==> src/cgrc_pkg.sv <==
// Package: map, fields, resets and timing
package cgrc_pkg;

    localparam int unsigned CLK_MHZ = 50;

    localparam logic [7:0] OFS_CTRL1 = 8'h00;
    localparam logic [7:0] OFS_CTRL2 = 8'h04;
    localparam logic [7:0] OFS_TRIM = 8'h08;
    localparam logic [7:0] OFS_STATUS = 8'h0C;
    localparam logic [7:0] OFS_CTRL3 = 8'h10;

    localparam logic [1:0] SRC_FLL = 2'h0;
    localparam logic [1:0] SRC_INT = 2'h1;
    localparam logic [1:0] SRC_EXT = 2'h2;
    localparam logic [1:0] SRC_PLL = 2'h3;

    localparam logic [1:0] DIV_BY1 = 2'h0;
    localparam logic [1:0] DIV_BY2 = 2'h1;
    localparam logic [2:0] REFERENCE_DIVIDER_MIN_BY1 = 3'h2;
    localparam logic [2:0] REFERENCE_DIVIDER_MIN_BY2 = 3'h3;

    localparam logic [7:0] CTRL1_RST = 8'h04;
    localparam logic [7:0] CTRL2_RST = 8'h40;
    localparam logic [7:0] CTRL3_RST = 8'h00;
    localparam logic [7:0] TRIM_RST = 8'h80;
    localparam logic FINE_TRIM_BIT_RST = 1'b0;

    localparam int unsigned CNT_W = 20;
    localparam int unsigned IREF_STAB_US = 10;
    localparam int unsigned IREF_STAB_CYC = IREF_STAB_US * CLK_MHZ;
    localparam int unsigned FLL_LOCK_US = 1000;
    localparam int unsigned FLL_LOCK_CYC = FLL_LOCK_US * CLK_MHZ;
    localparam int unsigned LOC_HIGH_US = 4;
    localparam int unsigned LOC_HIGH_CYC = LOC_HIGH_US * CLK_MHZ;
    localparam int unsigned LOC_LOW_US = 200;
    localparam int unsigned LOC_LOW_CYC = LOC_LOW_US * CLK_MHZ;
    localparam logic [12:0] OSC_INIT_EDGES = 13'h1000;

    typedef struct packed {
        logic [1:0] system_source_select;
        logic [2:0] reference_divider;
        logic internal_ref_select;
        logic internal_ref_output_enable;
        logic internal_ref_stop_enable;
    } cgrc_ctrl1_t;

    typedef struct packed {
        logic [1:0] output_divider;
        logic freq_range;
        logic high_gain;
        logic fll_pll_power_down;
        logic crystal_select;
        logic external_ref_output_enable;
        logic external_ref_stop_enable;
    } cgrc_ctrl2_t;

    typedef struct packed {
        logic rsvd_hi;
        logic pll_select;
        logic clock_monitor_enable;
        logic [4:0] rsvd_lo;
    } cgrc_ctrl3_t;

    typedef struct packed {
        logic loss_flag;
        logic fll_lock;
        logic pll_status;
        logic int_ref_status;
        logic [1:0] system_source_status;
        logic oscillator_ready;
        logic fine_trim_bit;
    } cgrc_status_t;

endpackage

==> src/cgrc_ref_sampler.sv <==
// Two-flop synchroniser with rise pulse
`timescale 1ns/10ps
module cgrc_ref_sampler (
    input wire logic clk,
    input wire logic rst_n,
    input wire logic d_in,
    output logic level,
    output logic rise
);
    logic meta_reg;
    logic sync_reg;
    logic last_reg;

    always_ff @(posedge clk or negedge rst_n) begin
        if (!rst_n) begin
            meta_reg <= 1'b0;
            sync_reg <= 1'b0;
            last_reg <= 1'b0;
        end else begin
            meta_reg <= d_in;
            sync_reg <= meta_reg;
            last_reg <= sync_reg;
        end
    end

    // Edge uses stages two and three only
    assign level = sync_reg;
    assign rise = sync_reg & ~last_reg;
endmodule

==> src/cgrc_top.sv <==
// Reference clock control block
//
// Functional notes
// Power-down bit stops FLL/PLL in bypass modes
// Internal reference driven out when enabled
// Larger trim lowers internal reference frequency
// Trim affects main clock only internally
// Trim values reset only by power-on; trim_code output register also reloads TRIM_RST on system reset
// Internal reference runs in stop if enabled
// External reference driven out when enabled
// Internal select keeps external off the loop
// External reference runs in stop when needed
// Clock loss resets chip and flags cause
// Fixed clock invalid for listed divider combinations
// Reset gives FLL engaged internal, divide-by-2
// Lock starts after reference stabilisation delay
// Software copies trim values from flash
// No divide-by-1 before trimming
// From reset only three direct mode switches
// External engaged entry write sequence
// External bypassed entry write sequence
// Poll oscillator ready after crystal select
// Check status clear and lock set
// Bypassed external keeps FLL locking, software checks
// Source status reports internal once selected
// Status shows actual source, unavailable keeps previous
// Output divider change applies immediately
//
// Decided for this implementation: the register offsets and the APB interface to the registers.
`timescale 1ns/10ps
module cgrc_top import cgrc_pkg::*; #(
    parameter int unsigned LOCK_CYC = FLL_LOCK_CYC,
    parameter int unsigned LOC_LOW_LIMIT = LOC_LOW_CYC
) (
    input wire logic clk,
    input wire logic rst_n,
    input wire logic por_n,
    input wire logic psel,
    input wire logic penable,
    input wire logic pwrite,
    input wire logic [7:0] paddr,
    input wire logic [31:0] pwdata,
    output logic [31:0] prdata,
    output logic pready,
    output logic pslverr,
    input wire logic int_ref_clk_in,
    input wire logic ext_ref_clk_in,
    input wire logic stop_mode,
    output logic internal_ref_clock_out,
    output logic external_ref_clock_out,
    output logic fixed_freq_clock_out,
    output logic fixed_freq_valid,
    output logic [1:0] main_source,
    output logic [1:0] main_divider,
    output logic main_trim_active,
    output logic [7:0] trim_code,
    output logic fine_trim,
    output logic fll_ref_external,
    output logic fll_enable,
    output logic pll_enable,
    output logic int_osc_enable,
    output logic ext_osc_enable,
    output logic loss_reset_req,
    output logic loss_flag
);

    function automatic logic ext_loop_mode(input logic [1:0] sel, input logic iref);
        // Engaged or bypassed external modes, with or without low power
        return !iref && (sel != SRC_INT);
    endfunction

    function automatic logic int_main_mode(input logic [1:0] sel, input logic iref,
                                           input logic pll);
        return (sel == SRC_INT) || (sel == SRC_FLL && iref && !pll);
    endfunction

    function automatic logic ff_tap(input logic [6:0] cnt, input logic [2:0] div,
                                    input logic lvl);
        logic r;
        r = lvl;
        if (div != 3'h0) begin
            r = cnt[div - 3'h1];
        end
        return r;
    endfunction

    logic rst_meta_reg;
    logic rst_sync_reg;
    logic por_meta_reg;
    logic por_sync_reg;

    always_ff @(posedge clk or negedge rst_n) begin
        if (!rst_n) begin
            rst_meta_reg <= 1'b0;
            rst_sync_reg <= 1'b0;
        end else begin
            rst_meta_reg <= 1'b1;
            rst_sync_reg <= rst_meta_reg;
        end
    end

    always_ff @(posedge clk or negedge por_n) begin
        if (!por_n) begin
            por_meta_reg <= 1'b0;
            por_sync_reg <= 1'b0;
        end else begin
            por_meta_reg <= 1'b1;
            por_sync_reg <= por_meta_reg;
        end
    end

    logic int_lvl;
    logic int_rise;
    logic ext_lvl;
    logic ext_rise;
    logic stop_lvl;

    cgrc_ref_sampler u_int_ref (
        .clk(clk),
        .rst_n(rst_sync_reg),
        .d_in(int_ref_clk_in),
        .level(int_lvl),
        .rise(int_rise)
    );

    cgrc_ref_sampler u_ext_ref (
        .clk(clk),
        .rst_n(rst_sync_reg),
        .d_in(ext_ref_clk_in),
        .level(ext_lvl),
        .rise(ext_rise)
    );

    cgrc_ref_sampler u_stop (
        .clk(clk),
        .rst_n(rst_sync_reg),
        .d_in(stop_mode),
        .level(stop_lvl),
        .rise()
    );

    // Register file and bus slave
    cgrc_ctrl1_t ctrl1_reg, ctrl1_next;
    cgrc_ctrl2_t ctrl2_reg, ctrl2_next;
    cgrc_ctrl3_t ctrl3_reg, ctrl3_next;
    logic [7:0] trim_reg, trim_next;
    logic fine_trim_bit_reg, fine_trim_bit_next;
    logic loss_flag_reg, loss_flag_next;
    logic pready_reg, pready_next;
    logic pslverr_reg, pslverr_next;
    logic [31:0] prdata_reg, prdata_next;
    cgrc_status_t status;
    logic loss_req_reg;
    logic wr_en;
    logic hit;
    logic [7:0] rd_byte;

    always_comb begin
        ctrl1_next = ctrl1_reg;
        ctrl2_next = ctrl2_reg;
        ctrl3_next = ctrl3_reg;
        trim_next = trim_reg;
        fine_trim_bit_next = fine_trim_bit_reg;
        hit = 1'b1;
        rd_byte = 8'h00;
        unique case (paddr)
            OFS_CTRL1: rd_byte = ctrl1_reg;
            OFS_CTRL2: rd_byte = ctrl2_reg;
            OFS_TRIM: rd_byte = trim_reg;
            OFS_STATUS: rd_byte = status;
            OFS_CTRL3: rd_byte = {1'b0, ctrl3_reg.pll_select,
                                  ctrl3_reg.clock_monitor_enable, 5'h00};
            default: hit = 1'b0;
        endcase
        // One wait state
        pready_next = psel && penable && !pready_reg;
        pslverr_next = pready_next && !hit;
        prdata_next = prdata_reg;
        if (pready_next) begin
            prdata_next = hit ? {24'h000000, rd_byte} : 32'h00000000;
        end
        wr_en = psel && penable && pwrite && pready_reg && !pslverr_reg;
        if (wr_en) begin
            unique case (paddr)
                OFS_CTRL1: ctrl1_next = pwdata[7:0];
                // divider taken without handshake
                OFS_CTRL2: ctrl2_next = pwdata[7:0];
                OFS_CTRL3: ctrl3_next = {1'b0, pwdata[6:5], 5'h00};
                OFS_TRIM: trim_next = pwdata[7:0];
                OFS_STATUS: fine_trim_bit_next = pwdata[0];
                default: ;
            endcase
        end
        // loss flag survives the reset it causes
        loss_flag_next = loss_flag_reg || loss_req_reg;
    end

    // reset mode and divider
    always_ff @(posedge clk or negedge rst_sync_reg) begin
        if (!rst_sync_reg) begin
            ctrl1_reg <= CTRL1_RST;
            ctrl2_reg <= CTRL2_RST;
            ctrl3_reg <= CTRL3_RST;
            pready_reg <= 1'b0;
            pslverr_reg <= 1'b0;
            prdata_reg <= 32'h00000000;
        end else begin
            ctrl1_reg <= ctrl1_next;
            ctrl2_reg <= ctrl2_next;
            ctrl3_reg <= ctrl3_next;
            pready_reg <= pready_next;
            pslverr_reg <= pslverr_next;
            prdata_reg <= prdata_next;
        end
    end

    // power-on reset only
    always_ff @(posedge clk or negedge por_sync_reg) begin
        if (!por_sync_reg) begin
            trim_reg <= TRIM_RST;
            fine_trim_bit_reg <= FINE_TRIM_BIT_RST;
            loss_flag_reg <= 1'b0;
        end else begin
            trim_reg <= trim_next;
            fine_trim_bit_reg <= fine_trim_bit_next;
            loss_flag_reg <= loss_flag_next;
        end
    end

    // Sequencing
    logic [CNT_W-1:0] stab_cnt_reg, stab_cnt_next;
    logic [CNT_W-1:0] lock_cnt_reg, lock_cnt_next;
    logic [CNT_W-1:0] mon_cnt_reg, mon_cnt_next;
    logic [12:0] osc_cnt_reg, osc_cnt_next;
    logic osc_ready_reg, osc_ready_next;
    logic lock_reg, lock_next;
    logic iref_st_reg, iref_st_next;
    logic pll_st_reg, pll_st_next;
    logic [1:0] src_st_reg, src_st_next;
    logic loss_req_next;
    logic iref_prev_reg;
    logic int_en, ext_en, iref_stable, ext_avail, loop_on, ref_ok, src_avail;
    logic [1:0] src_target;
    logic [CNT_W-1:0] mon_limit;

    always_comb begin
        int_en = ctrl1_reg.internal_ref_select || ctrl1_reg.internal_ref_output_enable
                 || ctrl1_reg.system_source_select == SRC_INT;
        ext_en = ctrl2_reg.external_ref_output_enable
                 || ext_loop_mode(ctrl1_reg.system_source_select,
                                  ctrl1_reg.internal_ref_select);
        iref_stable = stab_cnt_reg == CNT_W'(IREF_STAB_CYC);
        stab_cnt_next = !int_en ? '0 : iref_stable ? stab_cnt_reg : stab_cnt_reg + 1'b1;
        // Crystal needs start-up edges; a plain external clock is ready at once
        osc_cnt_next = osc_cnt_reg;
        if (!ext_en || !ctrl2_reg.crystal_select) begin
            osc_cnt_next = 13'h0000;
        end else if (ext_rise && osc_cnt_reg != OSC_INIT_EDGES) begin
            osc_cnt_next = osc_cnt_reg + 13'h0001;
        end
        osc_ready_next = ext_en && ctrl2_reg.crystal_select
                         && osc_cnt_reg == OSC_INIT_EDGES;
        ext_avail = ext_en && (!ctrl2_reg.crystal_select || osc_ready_reg);
        // power-down in bypass
        loop_on = !stop_lvl && !(ctrl2_reg.fll_pll_power_down
                  && ctrl1_reg.system_source_select != SRC_FLL);
        // loop reference choice
        ref_ok = ctrl1_reg.internal_ref_select ? iref_stable : ext_avail;
        // lock after stable reference
        // locking while bypassed
        lock_cnt_next = lock_cnt_reg;
        if (!loop_on || !ref_ok || iref_prev_reg != ctrl1_reg.internal_ref_select) begin
            lock_cnt_next = '0;
        end else if (lock_cnt_reg != CNT_W'(LOCK_CYC)) begin
            lock_cnt_next = lock_cnt_reg + 1'b1;
        end
        lock_next = loop_on && ref_ok && lock_cnt_reg == CNT_W'(LOCK_CYC);
        iref_st_next = iref_st_reg;
        if (ctrl1_reg.internal_ref_select && iref_stable) begin
            iref_st_next = 1'b1;
        end else if (!ctrl1_reg.internal_ref_select && ext_avail) begin
            iref_st_next = 1'b0;
        end
        pll_st_next = ctrl3_reg.pll_select;
        src_target = ctrl1_reg.system_source_select;
        src_avail = 1'b0;
        unique case (ctrl1_reg.system_source_select)
            SRC_FLL: begin
                src_avail = ctrl3_reg.pll_select ? ext_avail : 1'b1;
                src_target = ctrl3_reg.pll_select ? SRC_PLL : SRC_FLL;
            end
            // internal once running
            SRC_INT: src_avail = iref_stable;
            SRC_EXT: src_avail = ext_avail;
            SRC_PLL: src_avail = 1'b0;
        endcase
        // keep previous source
        src_st_next = src_avail ? src_target : src_st_reg;
        // armed once reference runs
        mon_limit = ctrl2_reg.freq_range ? CNT_W'(LOC_HIGH_CYC) : CNT_W'(LOC_LOW_LIMIT);
        mon_cnt_next = '0;
        loss_req_next = 1'b0;
        if (ctrl3_reg.clock_monitor_enable && ext_avail && !stop_lvl && !ext_rise) begin
            mon_cnt_next = mon_cnt_reg + 1'b1;
            if (mon_cnt_reg == mon_limit) begin
                mon_cnt_next = '0;
                loss_req_next = 1'b1;
            end
        end
    end

    always_ff @(posedge clk or negedge rst_sync_reg) begin
        if (!rst_sync_reg) begin
            stab_cnt_reg <= '0;
            lock_cnt_reg <= '0;
            mon_cnt_reg <= '0;
            osc_cnt_reg <= 13'h0000;
            osc_ready_reg <= 1'b0;
            lock_reg <= 1'b0;
            iref_st_reg <= 1'b1;
            pll_st_reg <= 1'b0;
            src_st_reg <= SRC_FLL;
            loss_req_reg <= 1'b0;
            iref_prev_reg <= 1'b1;
        end else begin
            stab_cnt_reg <= stab_cnt_next;
            lock_cnt_reg <= lock_cnt_next;
            mon_cnt_reg <= mon_cnt_next;
            osc_cnt_reg <= osc_cnt_next;
            osc_ready_reg <= osc_ready_next;
            lock_reg <= lock_next;
            iref_st_reg <= iref_st_next;
            pll_st_reg <= pll_st_next;
            src_st_reg <= src_st_next;
            loss_req_reg <= loss_req_next;
            iref_prev_reg <= ctrl1_reg.internal_ref_select;
        end
    end

    always_comb begin
        status.loss_flag = loss_flag_reg;
        status.fll_lock = lock_reg;
        status.pll_status = pll_st_reg;
        status.int_ref_status = iref_st_reg;
        status.system_source_status = src_st_reg;
        status.oscillator_ready = osc_ready_reg;
        status.fine_trim_bit = fine_trim_bit_reg;
    end

    // Output stage
    logic [6:0] ff_cnt_reg, ff_cnt_next;
    logic int_out_reg, int_out_next;
    logic ext_out_reg, ext_out_next;
    logic ff_out_reg, ff_out_next;
    logic ff_valid_reg, ff_valid_next;
    logic trim_act_reg, trim_act_next;
    logic fll_ext_reg, fll_ext_next;
    logic fll_en_reg, fll_en_next;
    logic pll_en_reg, pll_en_next;
    logic int_osc_reg, int_osc_next;
    logic ext_osc_reg, ext_osc_next;
    logic [1:0] main_src_reg;
    logic [1:0] main_div_reg;
    logic [7:0] trim_out_reg;
    logic fine_trim_bit_out_reg;
    logic loss_out_reg;
    logic loss_flag_out_reg;
    logic ff_lvl, ff_rise, bypass, ext_run;

    always_comb begin
        // stop run needs both enables
        int_osc_next = int_en && (!stop_lvl || (ctrl1_reg.internal_ref_output_enable
                       && ctrl1_reg.internal_ref_stop_enable));
        // stop run by enables or mode
        ext_run = !stop_lvl || (ctrl2_reg.external_ref_output_enable
                  && ctrl2_reg.external_ref_stop_enable)
                  || ext_loop_mode(ctrl1_reg.system_source_select,
                                   ctrl1_reg.internal_ref_select);
        ext_osc_next = ext_en && ext_run;
        // internal out
        int_out_next = int_lvl && ctrl1_reg.internal_ref_output_enable && int_osc_next;
        // external out
        ext_out_next = ext_lvl && ctrl2_reg.external_ref_output_enable && ext_osc_next;
        // loop reference steering
        fll_ext_next = !ctrl1_reg.internal_ref_select;
        // loop power
        fll_en_next = loop_on && !ctrl3_reg.pll_select;
        pll_en_next = loop_on && ctrl3_reg.pll_select;
        // internal modes only
        trim_act_next = int_main_mode(ctrl1_reg.system_source_select,
                                      ctrl1_reg.internal_ref_select, ctrl3_reg.pll_select);
        ff_lvl = ctrl1_reg.internal_ref_select ? int_lvl : ext_lvl;
        ff_rise = ctrl1_reg.internal_ref_select ? int_rise : ext_rise;
        ff_cnt_next = ff_rise ? ff_cnt_reg + 7'h01 : ff_cnt_reg;
        ff_out_next = ff_tap(ff_cnt_reg, ctrl1_reg.reference_divider, ff_lvl);
        // fixed clock validity
        bypass = ctrl1_reg.system_source_select != SRC_FLL;
        ff_valid_next = !(bypass && ((ctrl2_reg.output_divider == DIV_BY1
                          && ctrl1_reg.reference_divider < REFERENCE_DIVIDER_MIN_BY1)
                          || (ctrl2_reg.output_divider == DIV_BY2
                          && ctrl1_reg.reference_divider < REFERENCE_DIVIDER_MIN_BY2)));
    end

    always_ff @(posedge clk or negedge rst_sync_reg) begin
        if (!rst_sync_reg) begin
            ff_cnt_reg <= 7'h00;
            int_out_reg <= 1'b0;
            ext_out_reg <= 1'b0;
            ff_out_reg <= 1'b0;
            ff_valid_reg <= 1'b1;
            trim_act_reg <= 1'b1;
            fll_ext_reg <= 1'b0;
            fll_en_reg <= 1'b0;
            pll_en_reg <= 1'b0;
            int_osc_reg <= 1'b1;
            ext_osc_reg <= 1'b0;
            main_src_reg <= SRC_FLL;
            main_div_reg <= DIV_BY2;
            trim_out_reg <= TRIM_RST;
            fine_trim_bit_out_reg <= FINE_TRIM_BIT_RST;
            loss_out_reg <= 1'b0;
            loss_flag_out_reg <= 1'b0;
        end else begin
            ff_cnt_reg <= ff_cnt_next;
            int_out_reg <= int_out_next;
            ext_out_reg <= ext_out_next;
            ff_out_reg <= ff_out_next;
            ff_valid_reg <= ff_valid_next;
            trim_act_reg <= trim_act_next;
            fll_ext_reg <= fll_ext_next;
            fll_en_reg <= fll_en_next;
            pll_en_reg <= pll_en_next;
            int_osc_reg <= int_osc_next;
            ext_osc_reg <= ext_osc_next;
            main_src_reg <= src_st_reg;
            main_div_reg <= ctrl2_reg.output_divider;
            // trim to oscillator
            trim_out_reg <= trim_reg;
            fine_trim_bit_out_reg <= fine_trim_bit_reg;
            loss_out_reg <= loss_req_reg;
            loss_flag_out_reg <= loss_flag_reg;
        end
    end

    assign prdata = prdata_reg;
    assign pready = pready_reg;
    assign pslverr = pslverr_reg;
    assign internal_ref_clock_out = int_out_reg;
    assign external_ref_clock_out = ext_out_reg;
    assign fixed_freq_clock_out = ff_out_reg;
    assign fixed_freq_valid = ff_valid_reg;
    assign main_source = main_src_reg;
    assign main_divider = main_div_reg;
    assign main_trim_active = trim_act_reg;
    assign trim_code = trim_out_reg;
    assign fine_trim = fine_trim_bit_out_reg;
    assign fll_ref_external = fll_ext_reg;
    assign fll_enable = fll_en_reg;
    assign pll_enable = pll_en_reg;
    assign int_osc_enable = int_osc_reg;
    assign ext_osc_enable = ext_osc_reg;
    assign loss_reset_req = loss_out_reg;
    assign loss_flag = loss_flag_out_reg;
endmodule

==> config.mk <==
export PLATFORM = sky130hd
export DESIGN_NAME = cgrc_top
export DESIGN_NICKNAME = d
export VERILOG_FILES = /design/src/cgrc_pkg.sv /design/src/cgrc_ref_sampler.sv /design/src/cgrc_top.sv
export SDC_FILE = /design/constraint.sdc
export NUM_CORES = 1
export LEC_CHECK = 0
export ABC_AREA = 1
export BUFFER_PORTS_ARGS = -buffer_cell sky130_fd_sc_hd__buf_2
export CAP_MARGIN = 20
export CORE_MARGIN = 8
export CORE_UTILIZATION = 55
export DETAILED_ROUTE_END_ITERATION = 8
export PLACE_DENSITY_LB_ADDON = 0.15
export SYNTH_ARGS = -nofsm -noshare
export SYNTH_HDL_FRONTEND = slang
export SYNTH_SLANG_ARGS = --single-unit
==> constraint.sdc <==
create_clock -name clk -period 7.6 [get_ports clk]
set_input_delay 0.38 -clock clk [delete_from_list [all_inputs] [get_ports clk]]
set_output_delay 0.38 -clock clk [all_outputs]
set_load 0.02 [all_outputs]
# After elaboration in Yosys (flattened, before gate mapping)

Index checks and enable logic that the tools add are counted.

Memories kept: 0
Bits in registers: 187
Bits in writable memories: 0
Bits in latches: 0
Memory bits (read-only): 0
Word-level logic and storage cells: 191

Multipliers: 0
Bitwise operators: 4
Divide/modulo/power cells: 0
Eq/ne operators: 17
Shift-type cells: 0
Multiplexer cells: 26
Reduce and logical (&&, ||, !) cells: 75
Add/subtract/negate cells: 6
Magnitude comparators: 3

Operators with widths:

| cell                    | count |
|---|---|
| $mux W20                | 6 |
| $add A20 B1 Y20 const B | 3 |
| $pmux W8 S5             | 1 |
| $logic_and A1 B1 Y1     | 35 |
| $mux W13                | 2 |
| $eq A20 B14 Y1          | 1 |
| $eq A20 B16 Y1 const B  | 1 |
| $eq A20 B9 Y1 const B   | 1 |
| $ne A20 B16 Y1 const B  | 1 |
| $eq A8 B4 Y1 const B    | 2 |
| $mux W14                | 1 |
| $add A13 B1 Y13 const B | 1 |
| $eq A13 B13 Y1 const B  | 1 |
| $logic_not A1 Y1        | 13 |
| $logic_or A1 B1 Y1      | 13 |
| $ne A13 B13 Y1 const B  | 1 |
| $mux W1                 | 11 |
| $reduce_and A2 Y1       | 5 |
| $eq A8 B3 Y1 const B    | 1 |
| $eq A8 B5 Y1 const B    | 1 |
| $logic_not A8 Y1        | 1 |
| $mux W8                 | 1 |
| $reduce_bool A2 Y1      | 4 |
| $add A7 B1 Y7 const B   | 1 |
| 16 further kinds        | 23 |

# Longest topological paths before layout

Gate-level depths: netlist of the first run.

Word-level depth: 9
Depth in mapped cells: 11

# Modules after synthesis

From an unflattened synthesis of the first run, not the netlist that was laid out.

Cell total of the unflattened synthesis: 1,004
Area, all modules: 8,296.7 sq um

By module, submodules not included:

| module           | instances | cells each | area an instance (sq um) | sequential area each (sq um) |
|---|---|---|---|---|
| cgrc_top         | 1         | 989        | 8,041.5                  | 3,891.2 |
| cgrc_ref_sampler | 3         | 5          | 85.1                     | 75.1 |

# Worst setup path before layout of the first run

OpenSTA, ideal clock, no wires.

Path kind: register to register
Start: register osc_cnt_reg[0]
End: register osc_cnt_reg[6]
Arrival: 1.390 ns
Path buffers: 1
Slack: 6.077 ns
Library setup time: 0.132 ns
Cell stages (with the launch flop): 11
Data required time: 7.468 ns
Cells stage by stage: dfrtp_1 -> inv_1 -> ha_1 -> nand2_1 -> inv_1 -> nand4_1 -> nor2_1 -> nor2_4 -> buf_2 -> nand3_1 -> o21ai_0

Word-level cells in the longest chain between the ends: 3
Elaborated cells between the ends (all ways): 6

RTL lines:

| element                                                  | RTL line                         | source |
|---|---|---|
| start, declared                                          | cgrc_top.sv:234                  | `logic [12:0] osc_cnt_reg, osc_cnt_next;` |
| start signal, assigned                                   | cgrc_top.sv:329                  | `osc_cnt_reg <= osc_cnt_next;` |
| $add A13 B1 Y13 / $ne A13 B13 Y1 (equally long branches) | cgrc_top.sv:259, cgrc_top.sv:258 |  |
| $mux W13 / $logic_and A1 B1 Y1 (equally long branches)   | cgrc_top.sv:258                  | `end else if (ext_rise && osc_cnt_reg != OSC_INIT_EDGES) begin` |
| $mux W13 / $reduce_bool A2 Y1 (equally long branches)    | n/a                              |  |

Parallel ways exist; a longest one is shown, timed or not. The select of a mux whose other input is x is not followed.
A chain may end at the register's enable or synchronous reset.

# Worst setup path in the final report of the first run

Start: register ctrl1_reg[7] (netlist name)
End: register int_out_reg, in the netlist internal_ref_clock_out

Word-level cells in the longest chain between the ends: 4

RTL lines:

| element                | RTL line        | source |
|---|---|---|
| start, declared        | cgrc_top.sv:143 | `cgrc_ctrl1_t ctrl1_reg, ctrl1_next;` |
| start signal, assigned | cgrc_top.sv:208 | `ctrl1_reg <= ctrl1_next;` |
| $eq A2 B1 Y1           | cgrc_top.sv:248 | `\|\| ctrl1_reg.system_source_select == SRC_INT;` |
| $logic_or A1 B1 Y1     | cgrc_top.sv:248 |  |
| $logic_and A1 B1 Y1    | cgrc_top.sv:372 | `int_osc_next = int_en && (!stop_lvl \|\| (ctrl1_reg.internal_ref_output_enable` |
| $logic_and A1 B1 Y1    | cgrc_top.sv:381 | `int_out_next = int_lvl && ctrl1_reg.internal_ref_output_enable && int_osc_next;` |
| via int_out_next       | cgrc_top.sv:352 | `logic int_out_reg, int_out_next;` |
| end signal, assigned   | cgrc_top.sv:425 | `int_out_reg <= int_out_next;` |
| end, declared          | cgrc_top.sv:352 |  |

The timed path passes the listed nets, and every way through them passes these cells.

==> results.ini, run 1 <==
[critical_path]
crit_slowest_cell=nor2_1
cpLargestDelayFamily=simple AND/OR/NAND/NOR gates
crit_path_start=ctrl1_reg[7]$_DFFE_PN0P_
cp.required_ps=7910
crit_arrival_ps=2590
start_kind=flop
crit-reg2reg-launch=ctrl1_reg[7]$_DFFE_PN0P_
crit_fanout=12
slowest_delay_ps=680
path_class=flop to flop
end_kind=flop
path_buf_inv=2
path_cells=inv_2, nand2_2, nand2_2, nor2_1, inv_1, a22oi_1, nor2_1

[route]
drt_pass1_iterations=6
drtIter0Drc=485
totalWireLength_um=18700
wl_per_cell_um=14.4
drc=0
via_per_inst=5.13
antenna_left=0
vias=6660

[timing]
maxSlewViolCount=0
relSlewSlack_pct=39.8
fmax_ghz=0.440
final-setup-viol-count=0
fin_crit_ps=2270
fin_tns_setup_ps=0
hold_viol=0
period_share_pct=29.9
skew_ps=14.1
rsz0062_at_grt=no
tightestPinTransition_ps=900

[worst_hold_path]
hold_class=input port to flop
hold_start=ext_ref_clk_in

[logic_synthesis]
synth_edf_count=0
synth_top_family_by_area=simple AND/OR/NAND/NOR gates
syn_avg_cell_area_um2=8.19
synth_common_cells=nand2_1 (222), dfrtp_1 (153), nor2_1 (134), inv_1 (110), nand3_1 (95)
synth_top_area_cell=dfrtp_1
netlist_area_um2=8430
synthCells=1029
synthAdderAreaFrac_pct=1.63
yosys_warnings=0
synth-main-ff-cell=dfrtp_1
async_reset_ff_share_pct=100
synth_top_area_share_pct=45.4
yosysMostFrequentCell=nand2_1
synth-simple-area-share_pct=31.5
yosysSeqAreaShare_pct=48.5
synth_compound_area_share_pct=5.09
synth_xor_area_share_pct=4.16
synthTopCellsByArea=dfrtp_1 (45%), nand2_1 (9.9%), nor2_1 (6.0%), nand3_1 (5.6%), inv_1 (4.9%)
post_synth_mux_area_share_pct=0
ys_seq_elements=163
synth.distinct_cells=44

[cells_and_area]
fin_nets=1156
final_cells=1297
area_growth_pct=10.8
diodes=0
final_area_um2=9340
fillCellCount=1386
drive_gt1_share_pct=16.1

[floorplanning]
ios=108
dieArea_um2=19500
fp-row-count=45
die_h_um=140
die_x_um=140
core_area_um2=15100
initial_core_util_pct=55.9

[global_route]
antenna_found_initial=0
grt_start_max_net_pins=64
use_met1_pct=27.6
grt_pass1_wl_um=31500
grtUsageTotal_pct=19.8
grt_use_met2_pct=29.8
grt_pass1_vias=6326
top_usage_layer=met2
use_met3_pct=4.96
grt-ovfl-total=0

[cts]
clk_pin_slew_ps=70
cts_htree_levels=4
cts_sinks=163
cts_buffers=17
clk_latency_ps=430
cts_resized=0
clock_path_buffers=2
cts_tree=done
cts_setup_buffers=0
root_buffer=clkbuf_16

[place]
gp_congestion=0.937
dp_hpwl_um=13600
numPortBuffers=59
placed_cell_area_um2=8770
place_inst=1263

[power_and_ir_drop]
ir_drop_mv=0.176
power_leakage_nw=4.28
p_per_area_nw_per_um2=195

[flow_run]
maxCapViolations=0

[outcome]
status=finished, final reports clean

[final cells by class]
| class | instances | area, um^2 | area share (%) |
|---|---|---|---|
| flip-flops and latches | 163 | 4100 | 43.8 |
| multi-input cells | 728 | 3670 | 39.3 |
| inverters | 123 | 462 | 4.94 |
| clock buffers | 19 | 433 | 4.63 |
| repair buffers | 63 | 330 | 3.54 |
| well taps | 188 | 235 | 2.52 |
| clock inverters | 13 | 116 | 1.25 |
[per-stage QoR]
step | total power [mW] | hold slack [ps] | setup WS, ps | util, %
floorplan | 1.01 | 84.4 | 3100 | -
global placement | 1.03 | 165 | 5310 | 58.1
detailed placement | 1.03 | 167 | 5320 | 58.1
CTS | 1.84 | 37.0 | 5280 | 61.9
global route | 1.90 | 32.0 | 5110 | 61.9
finish | 1.83 | 51.5 | 5330 | 61.9
[logic make-up after synthesis]
| family | Yosys count |
|---|---|
| and+or+nand+nor | 574 |
| DFF | 163 |
| buffers and inverters | 162 |
| AOI/OAI and AO/OA | 77 |
| xor gates and xnor gates | 40 |
| adders and majority gates | 11 |
| other | 2 |
[worst paths after layout]
path	cells past startpoint	slack [ps]	to
worst min register to register	0	170	fine_trim_bit_reg$_DFFE_PN0P_
worst max register to register	7	5330	internal_ref_clock_out$_DFF_PN0_
max in group asynchronous	1	6150	lock_cnt_reg[11]$_DFFE_PN0P_
min in group asynchronous	0	170	fine_trim_bit_reg$_DFFE_PN0P_
worst min-delay path	1	50	u_ext_ref.meta_reg$_DFF_PN0_
worst max-delay path	7	5330	internal_ref_clock_out$_DFF_PN0_
[metal layers]
metal | wire length, um | vias to the layer above | part of all wire, %
met2 | 8380 | 164 | 45
met4 | 163 | 0 | 0.87
met1 | 9170 | 3098 | 49
li1 | - | 3382 | -
met5 | 0 | - | 0
met3 | 967 | 16 | 5.2
[timing repair]
item | CTS | global route
hold buffers | 2 | 0
setup endpoints to repair | 0 | 0
hold endpoints to repair | 4 | 0
[worst register-to-register path, cell delays in order, from the launching register on]
cell and delay (ps):
dfrtp_1 450, inv_2 60, nand2_2 90, nand2_2 70, nor2_1 680, inv_1 420, a22oi_1 330, nor2_1 60
[cell usage in the layout, fill, tap and decap left out, types with 17 or more instances in the layout]
cell type and instances:
inv_1 110, buf_2 59, a21oi_1 17, o21ai_0 27, nor3_1 21, conb_1 26
nand4_1 38, xor2_1 31, dfrtp_1 152, clkbuf_16 17, nand2_1 222, nor2_2 29
o21ai_1 18, nand3_1 95, nor2_1 134
[power breakdown]
part / total, mW / switching, mW / internal, mW
Combinational: 0.0971 / 0.0679 / 0.0293
Sequential: 0.921 / 0.0285 / 0.892
Clock: 0.808 / 0.377 / 0.431
Total: 1.83 / 0.473 / 1.35
No activity file was read; power rests on OpenSTA's default activity.
==> run 2: changes to the inputs <==
clock period = 2.2 ns   (was 7.6 ns; I/O delays follow)
==> run 2 against run 1 <==
First-iteration DRC count shrank 5.6%. Die area is the same. Count of clock-buffer cells in the layout shrank 2. Maximum frequency grew 29%. Utilization grew 1.5 points. Non-clock buffer count grew 17. Sequential cell count is the same. Hold slack lost 33 ps. Sequential power grew to 3.5 times the previous value. Wire length grew 1.1%. Combinational power grew to 3.7 times the previous value. Critical path type unchanged. Critical endpoint is now osc_cnt_reg[8]$_DFFE_PN0P_.
==> results.ini, run 2 (synthesis gave the netlist of run 1 again) <==
[outcome]
status=finished, final reports clean

[cells_and_area]
layout_commonest_cell=nand2_1
fin_nets=1173
layout_common_cells=nand2_1 (222), dfrtp_1 (152), nor2_1 (134)
diodes=0
fillCellCount=1333
area_growth_pct=13.4
final_cells=1314
post-route-util_pct=63.3
drive_gt1_share_pct=16.4

[timing]
worst_slack_ps=434
maxSlewViolCount=0
final-setup-viol-count=0
skew_ps=13.2
hold_viol=0
tightestPinTransition_ps=499
rsz0062_at_grt=no
fin_crit_ps=1770
fmax_ghz=0.566
period_share_pct=80.3
relSlewSlack_pct=66.6
holdWs_ps=18.0
fin_tns_setup_ps=0

[route]
highest_layer=met4
drc=0
vias=6839
met3WireLength_um=1010
wl_met1_um=8800
antenna_left=0
via_per_inst=5.20
drt_pass1_iterations=5
met2_length_um=8630
drtIter0Drc=458
totalWireLength_um=18900
wl_per_cell_um=14.4

[critical_path]
end_kind=flop
r2r_setup_slack_ps=430
path_class=flop to flop
crit_arrival_ps=2130
crit_fanout=14
cp.required_ps=2570
start_kind=flop

[global_route]
grt-ovfl-total=0
antenna_found_initial=0
grtUsageTotal_pct=20.2
grt_pass1_vias=6738
grt_pass1_wl_um=32300
grt_start_max_net_pins=65

[cts]
clock_path_buffers=2
cts_resized=0
postCtsHoldBufs=15
cts_sinks=163
cts_buffers=17
cts_htree_levels=4
cts_setup_buffers=0
root_buffer=clkbuf_16
cts_tree=done
clk_latency_ps=430
clk_pin_slew_ps=70

[floorplanning]
dieArea_um2=19500
die_x_um=140
die_h_um=140
ios=108
core_area_um2=15100
initial_core_util_pct=55.9
fp-row-count=45

[place]
gp_congestion=0.900
numPortBuffers=59
pre_cts_slack_ps=468
dp_hpwl_um=13700
place_inst=1267

[worst_hold_path]
hold_class=input port to flop

[power_and_ir_drop]
ir_drop_mv=0.572
power_leakage_nw=4.38
p_per_area_nw_per_um2=674

[flow_run]
maxCapViolations=0

==> run 2: cell types whose count changed in the layout (fill, tap and decap cells not counted), moves of 2 or more <==
cell,change
buf_12,+2
clkinv_8,+2
buf_4,+2
dlygate4sd3_1,+13
inv_8,+2
clkbuf_1,-2
==> run 2: cell type report <==
type	instances	area [um^2]	share of cell area, %
flip-flops and latches	163	4100	42.8
multi-input cells	728	3670	38.4
repair buffers	80	515	5.39
inverters	123	462	4.83
clock buffers	17	425	4.45
well taps	188	235	2.46
clock inverters	15	158	1.65
==> run 2: worst max-delay path: stages (launching register included) <==
cell,delay [ps]
dfrtp_1,450
inv_1,160
ha_1,160
nand2_1,60
inv_1,70
nand4_1,80
nor2_1,250
nor2_4,150
nor2_8,180
nand2_1,80
nand2_1,60
==> run 2: routing by layer <==
metal  track usage (%)  vias to the layer above
li1                  -                     3419
met1              26.4                     3206
met2              31.6                      176
met3              4.58                       38
met4              8.57                        0
met5                 0                        -
==> run 2: path summary, 6_finish.rpt <==
kind | from | endpoint | cells past startpoint
max | osc_cnt_reg[0]$_DFFE_PN0P_ | osc_cnt_reg[8]$_DFFE_PN0P_ | 10
min | psel | pready$_DFF_PN0_ | 3
max reg2reg | osc_cnt_reg[0]$_DFFE_PN0P_ | osc_cnt_reg[8]$_DFFE_PN0P_ | 10
min reg2reg | por_sync_reg$_DFF_PN0_ | fine_trim_bit_reg$_DFFE_PN0P_ | 0
max in group asynchronous | rst_sync_reg$_DFF_PN0_ | iref_st_reg$_DFFE_PN1P_ | 1
min in group asynchronous | por_sync_reg$_DFF_PN0_ | fine_trim_bit_reg$_DFFE_PN0P_ | 0
==> run 2: stage by stage <==
stage	total power, mW	cell area, um^2
2_1_floorplan	3.49	8520
4_1_cts	6.49	9560
3_5_place_dp	3.57	8830
3_3_place_gp	3.56	8830
5_1_grt	6.67	9560
6_report	6.44	9560
==> run 2: where the power goes <==
part	internal (mW)	total, mW	switching [mW]
Sequential	3.08	3.18	0.100
Clock	1.52	2.91	1.39
Combinational	0.123	0.356	0.233
Total	4.73	6.44	1.72
==> run 3: changes to the inputs <==
clock period = 1.8 ns   (was 2.2 ns; I/O delays follow)
==> run 3 against run 2 <==
Clock power increased by 21%. Sequential power grew 22%. Total power grew 22%. Largest cell class unchanged. Setup slack got worse by 230 ps. Highest routed layer unchanged. Sequential share of layout area is 0.46 points lower. Critical path type unchanged.
==> results.ini, run 3 (synthesis gave the netlist of run 1 again) <==
[cts]
clock_path_buffers=2
clk_latency_ps=430
cts_tree=done
root_buffer=clkbuf_16
cts_buffers=17
clk_pin_slew_ps=70
cts_sinks=163
cts_htree_levels=4

[place]
gp_congestion=0.893
place_inst=1278
numPortBuffers=59
dp_hpwl_um=13600

[cells_and_area]
area_growth_pct=14.7
final_cells=1326
layout_common_cells=nand2_1 (222), dfrtp_1 (151), nor2_1 (132)
multi_input_area_um2=3680
layout_commonest_cell=nand2_1
fin_nets=1185
diodes=0
seq_area_um2=4100
drive_gt1_share_pct=17.5
fillCellCount=1305

[floorplanning]
fp-row-count=45
initial_core_util_pct=55.9
dieArea_um2=19500
core_area_um2=15100
die_h_um=140
die_x_um=140
ios=108

[critical_path]
path_buf_inv=3
cpLargestDelayFamily=simple AND/OR/NAND/NOR gates
r2r_end=osc_cnt_reg[0]$_DFFE_PN0P_
slowest_delay_ps=440
crit-reg2reg-launch=osc_cnt_reg[0]$_DFFE_PN0P_
path_cells=inv_1, ha_1, nand2_1, inv_1, nand4_1, nor2_2, nor2_4, buf_12, nand3_1, o21ai_0
crit_fanout=13
r2r_setup_slack_ps=200
start_kind=flop
ff2ff_path_depth=10
end_kind=flop
crit_end=osc_cnt_reg[0]$_DFFE_PN0P_
crit_slowest_cell=dfrtp_1
crit_path_start=osc_cnt_reg[0]$_DFFE_PN0P_
crit_cells=10
cp.required_ps=2090
cp_common_cell=inv_1
path_class=flop to flop
crit_arrival_ps=1890

[timing]
holdWs_ps=96.0
tightestPinTransition_ps=595
skew_ps=12.6
fmax_ghz=0.625
hold_viol=0
relSlewSlack_pct=60.4
period_share_pct=88.8
final-setup-viol-count=0
maxSlewViolCount=0
fin_crit_ps=1600

[power_and_ir_drop]
ir_drop_mv=0.680
power_leakage_nw=4.44
p_per_area_nw_per_um2=812

[route]
antenna_left=0
drtIter0Drc=429
drt_pass1_iterations=5
wl_per_cell_um=14.0
via_per_inst=5.13
totalWireLength_um=18600
vias=6797
drc=0

[global_route]
grt-ovfl-total=0
grt_pass1_wl_um=32200
grtUsageTotal_pct=20.2
grt_pass1_vias=6604
grt_start_max_net_pins=115
antenna_found_initial=0

[worst_hold_path]
hold_class=input port to flop

[flow_run]
maxCapViolations=0

[outcome]
status=finished, final reports clean

## run 3: layout make-up
class | count | share of cell area, %
flip-flops and latches | 163 | 42.4
well taps | 188 | 2.43
clock inverters | 14 | 1.53
multi-input cells | 728 | 38.1
inverters | 123 | 4.78
repair buffers | 92 | 6.39
clock buffers | 18 | 4.44
## run 3: how the worst min path moves through the flow
stage,start,endpoint,slack (ps),depth (start not counted)
after detailed placement,por_n,por_sync_reg$_DFF_PN0_,-120,1
after global routing,rst_sync_reg$_DFF_PN0_,trim_code[6]$_DFF_PN0_,110,0
final,penable,pready$_DFF_PN0_,100,3
after global placement,rst_n,rst_meta_reg$_DFF_PN0_,-120,1
after floorplan,por_n,por_meta_reg$_DFF_PN0_,-210,0
after CTS,paddr[0],pslverr$_DFF_PN0_,90,5
## run 3: per-layer routing
metal | global-route usage, % | vias up | wire length, um
met2 | 31.2 | 178 | 8500
met3 | 5.23 | 19 | 1010
met4 | 6.00 | 0 | 193
met5 | 0 | - | 0
li1 | - | 3441 | -
met1 | 27.4 | 3159 | 8880
## run 3: repair_timing
item / in CTS / in global routing
hold buffers: 15 / 0
gates resized for setup: 0 / 4
setup buffers: 0 / 1
endpoints found under the hold margin: 28 / 0
setup endpoints to repair: 0 / 23
## run 3: worst register-to-register path, delay by kind of cell (launching register included)
family	cells	cell delay, ps
flops	1	440
simple gates	5	480
fa+ha+maj	1	160
buf+inv	3	330
compound gates	1	80
## run 3: power breakdown
part | switching, mW | total, mW | internal [mW]
registers | 0.114 | 3.88 | 3.77
logic | 0.298 | 0.457 | 0.158
clock network | 1.56 | 3.51 | 1.95
total | 1.97 | 7.85 | 5.88
## run 3: stage by stage
| stage | power, mW | TNS (ps) | setup WS (ps) | util, % | instance area, um^2 |
|---|---|---|---|---|---|
| finish | 7.85 | 0 | 201 | 64.1 | 9670 |
| global route | 8.15 | -7.75 | -7.75 | 64.1 | 9670 |
| CTS | 7.93 | 0 | 145 | 63.9 | 9640 |
| detailed placement | 4.37 | 0 | 147 | 59.0 | 8910 |
| global placement | 4.36 | 0 | 202 | 59.0 | 8910 |
| floorplan | 4.27 | 0 | 227 | - | 8520 |
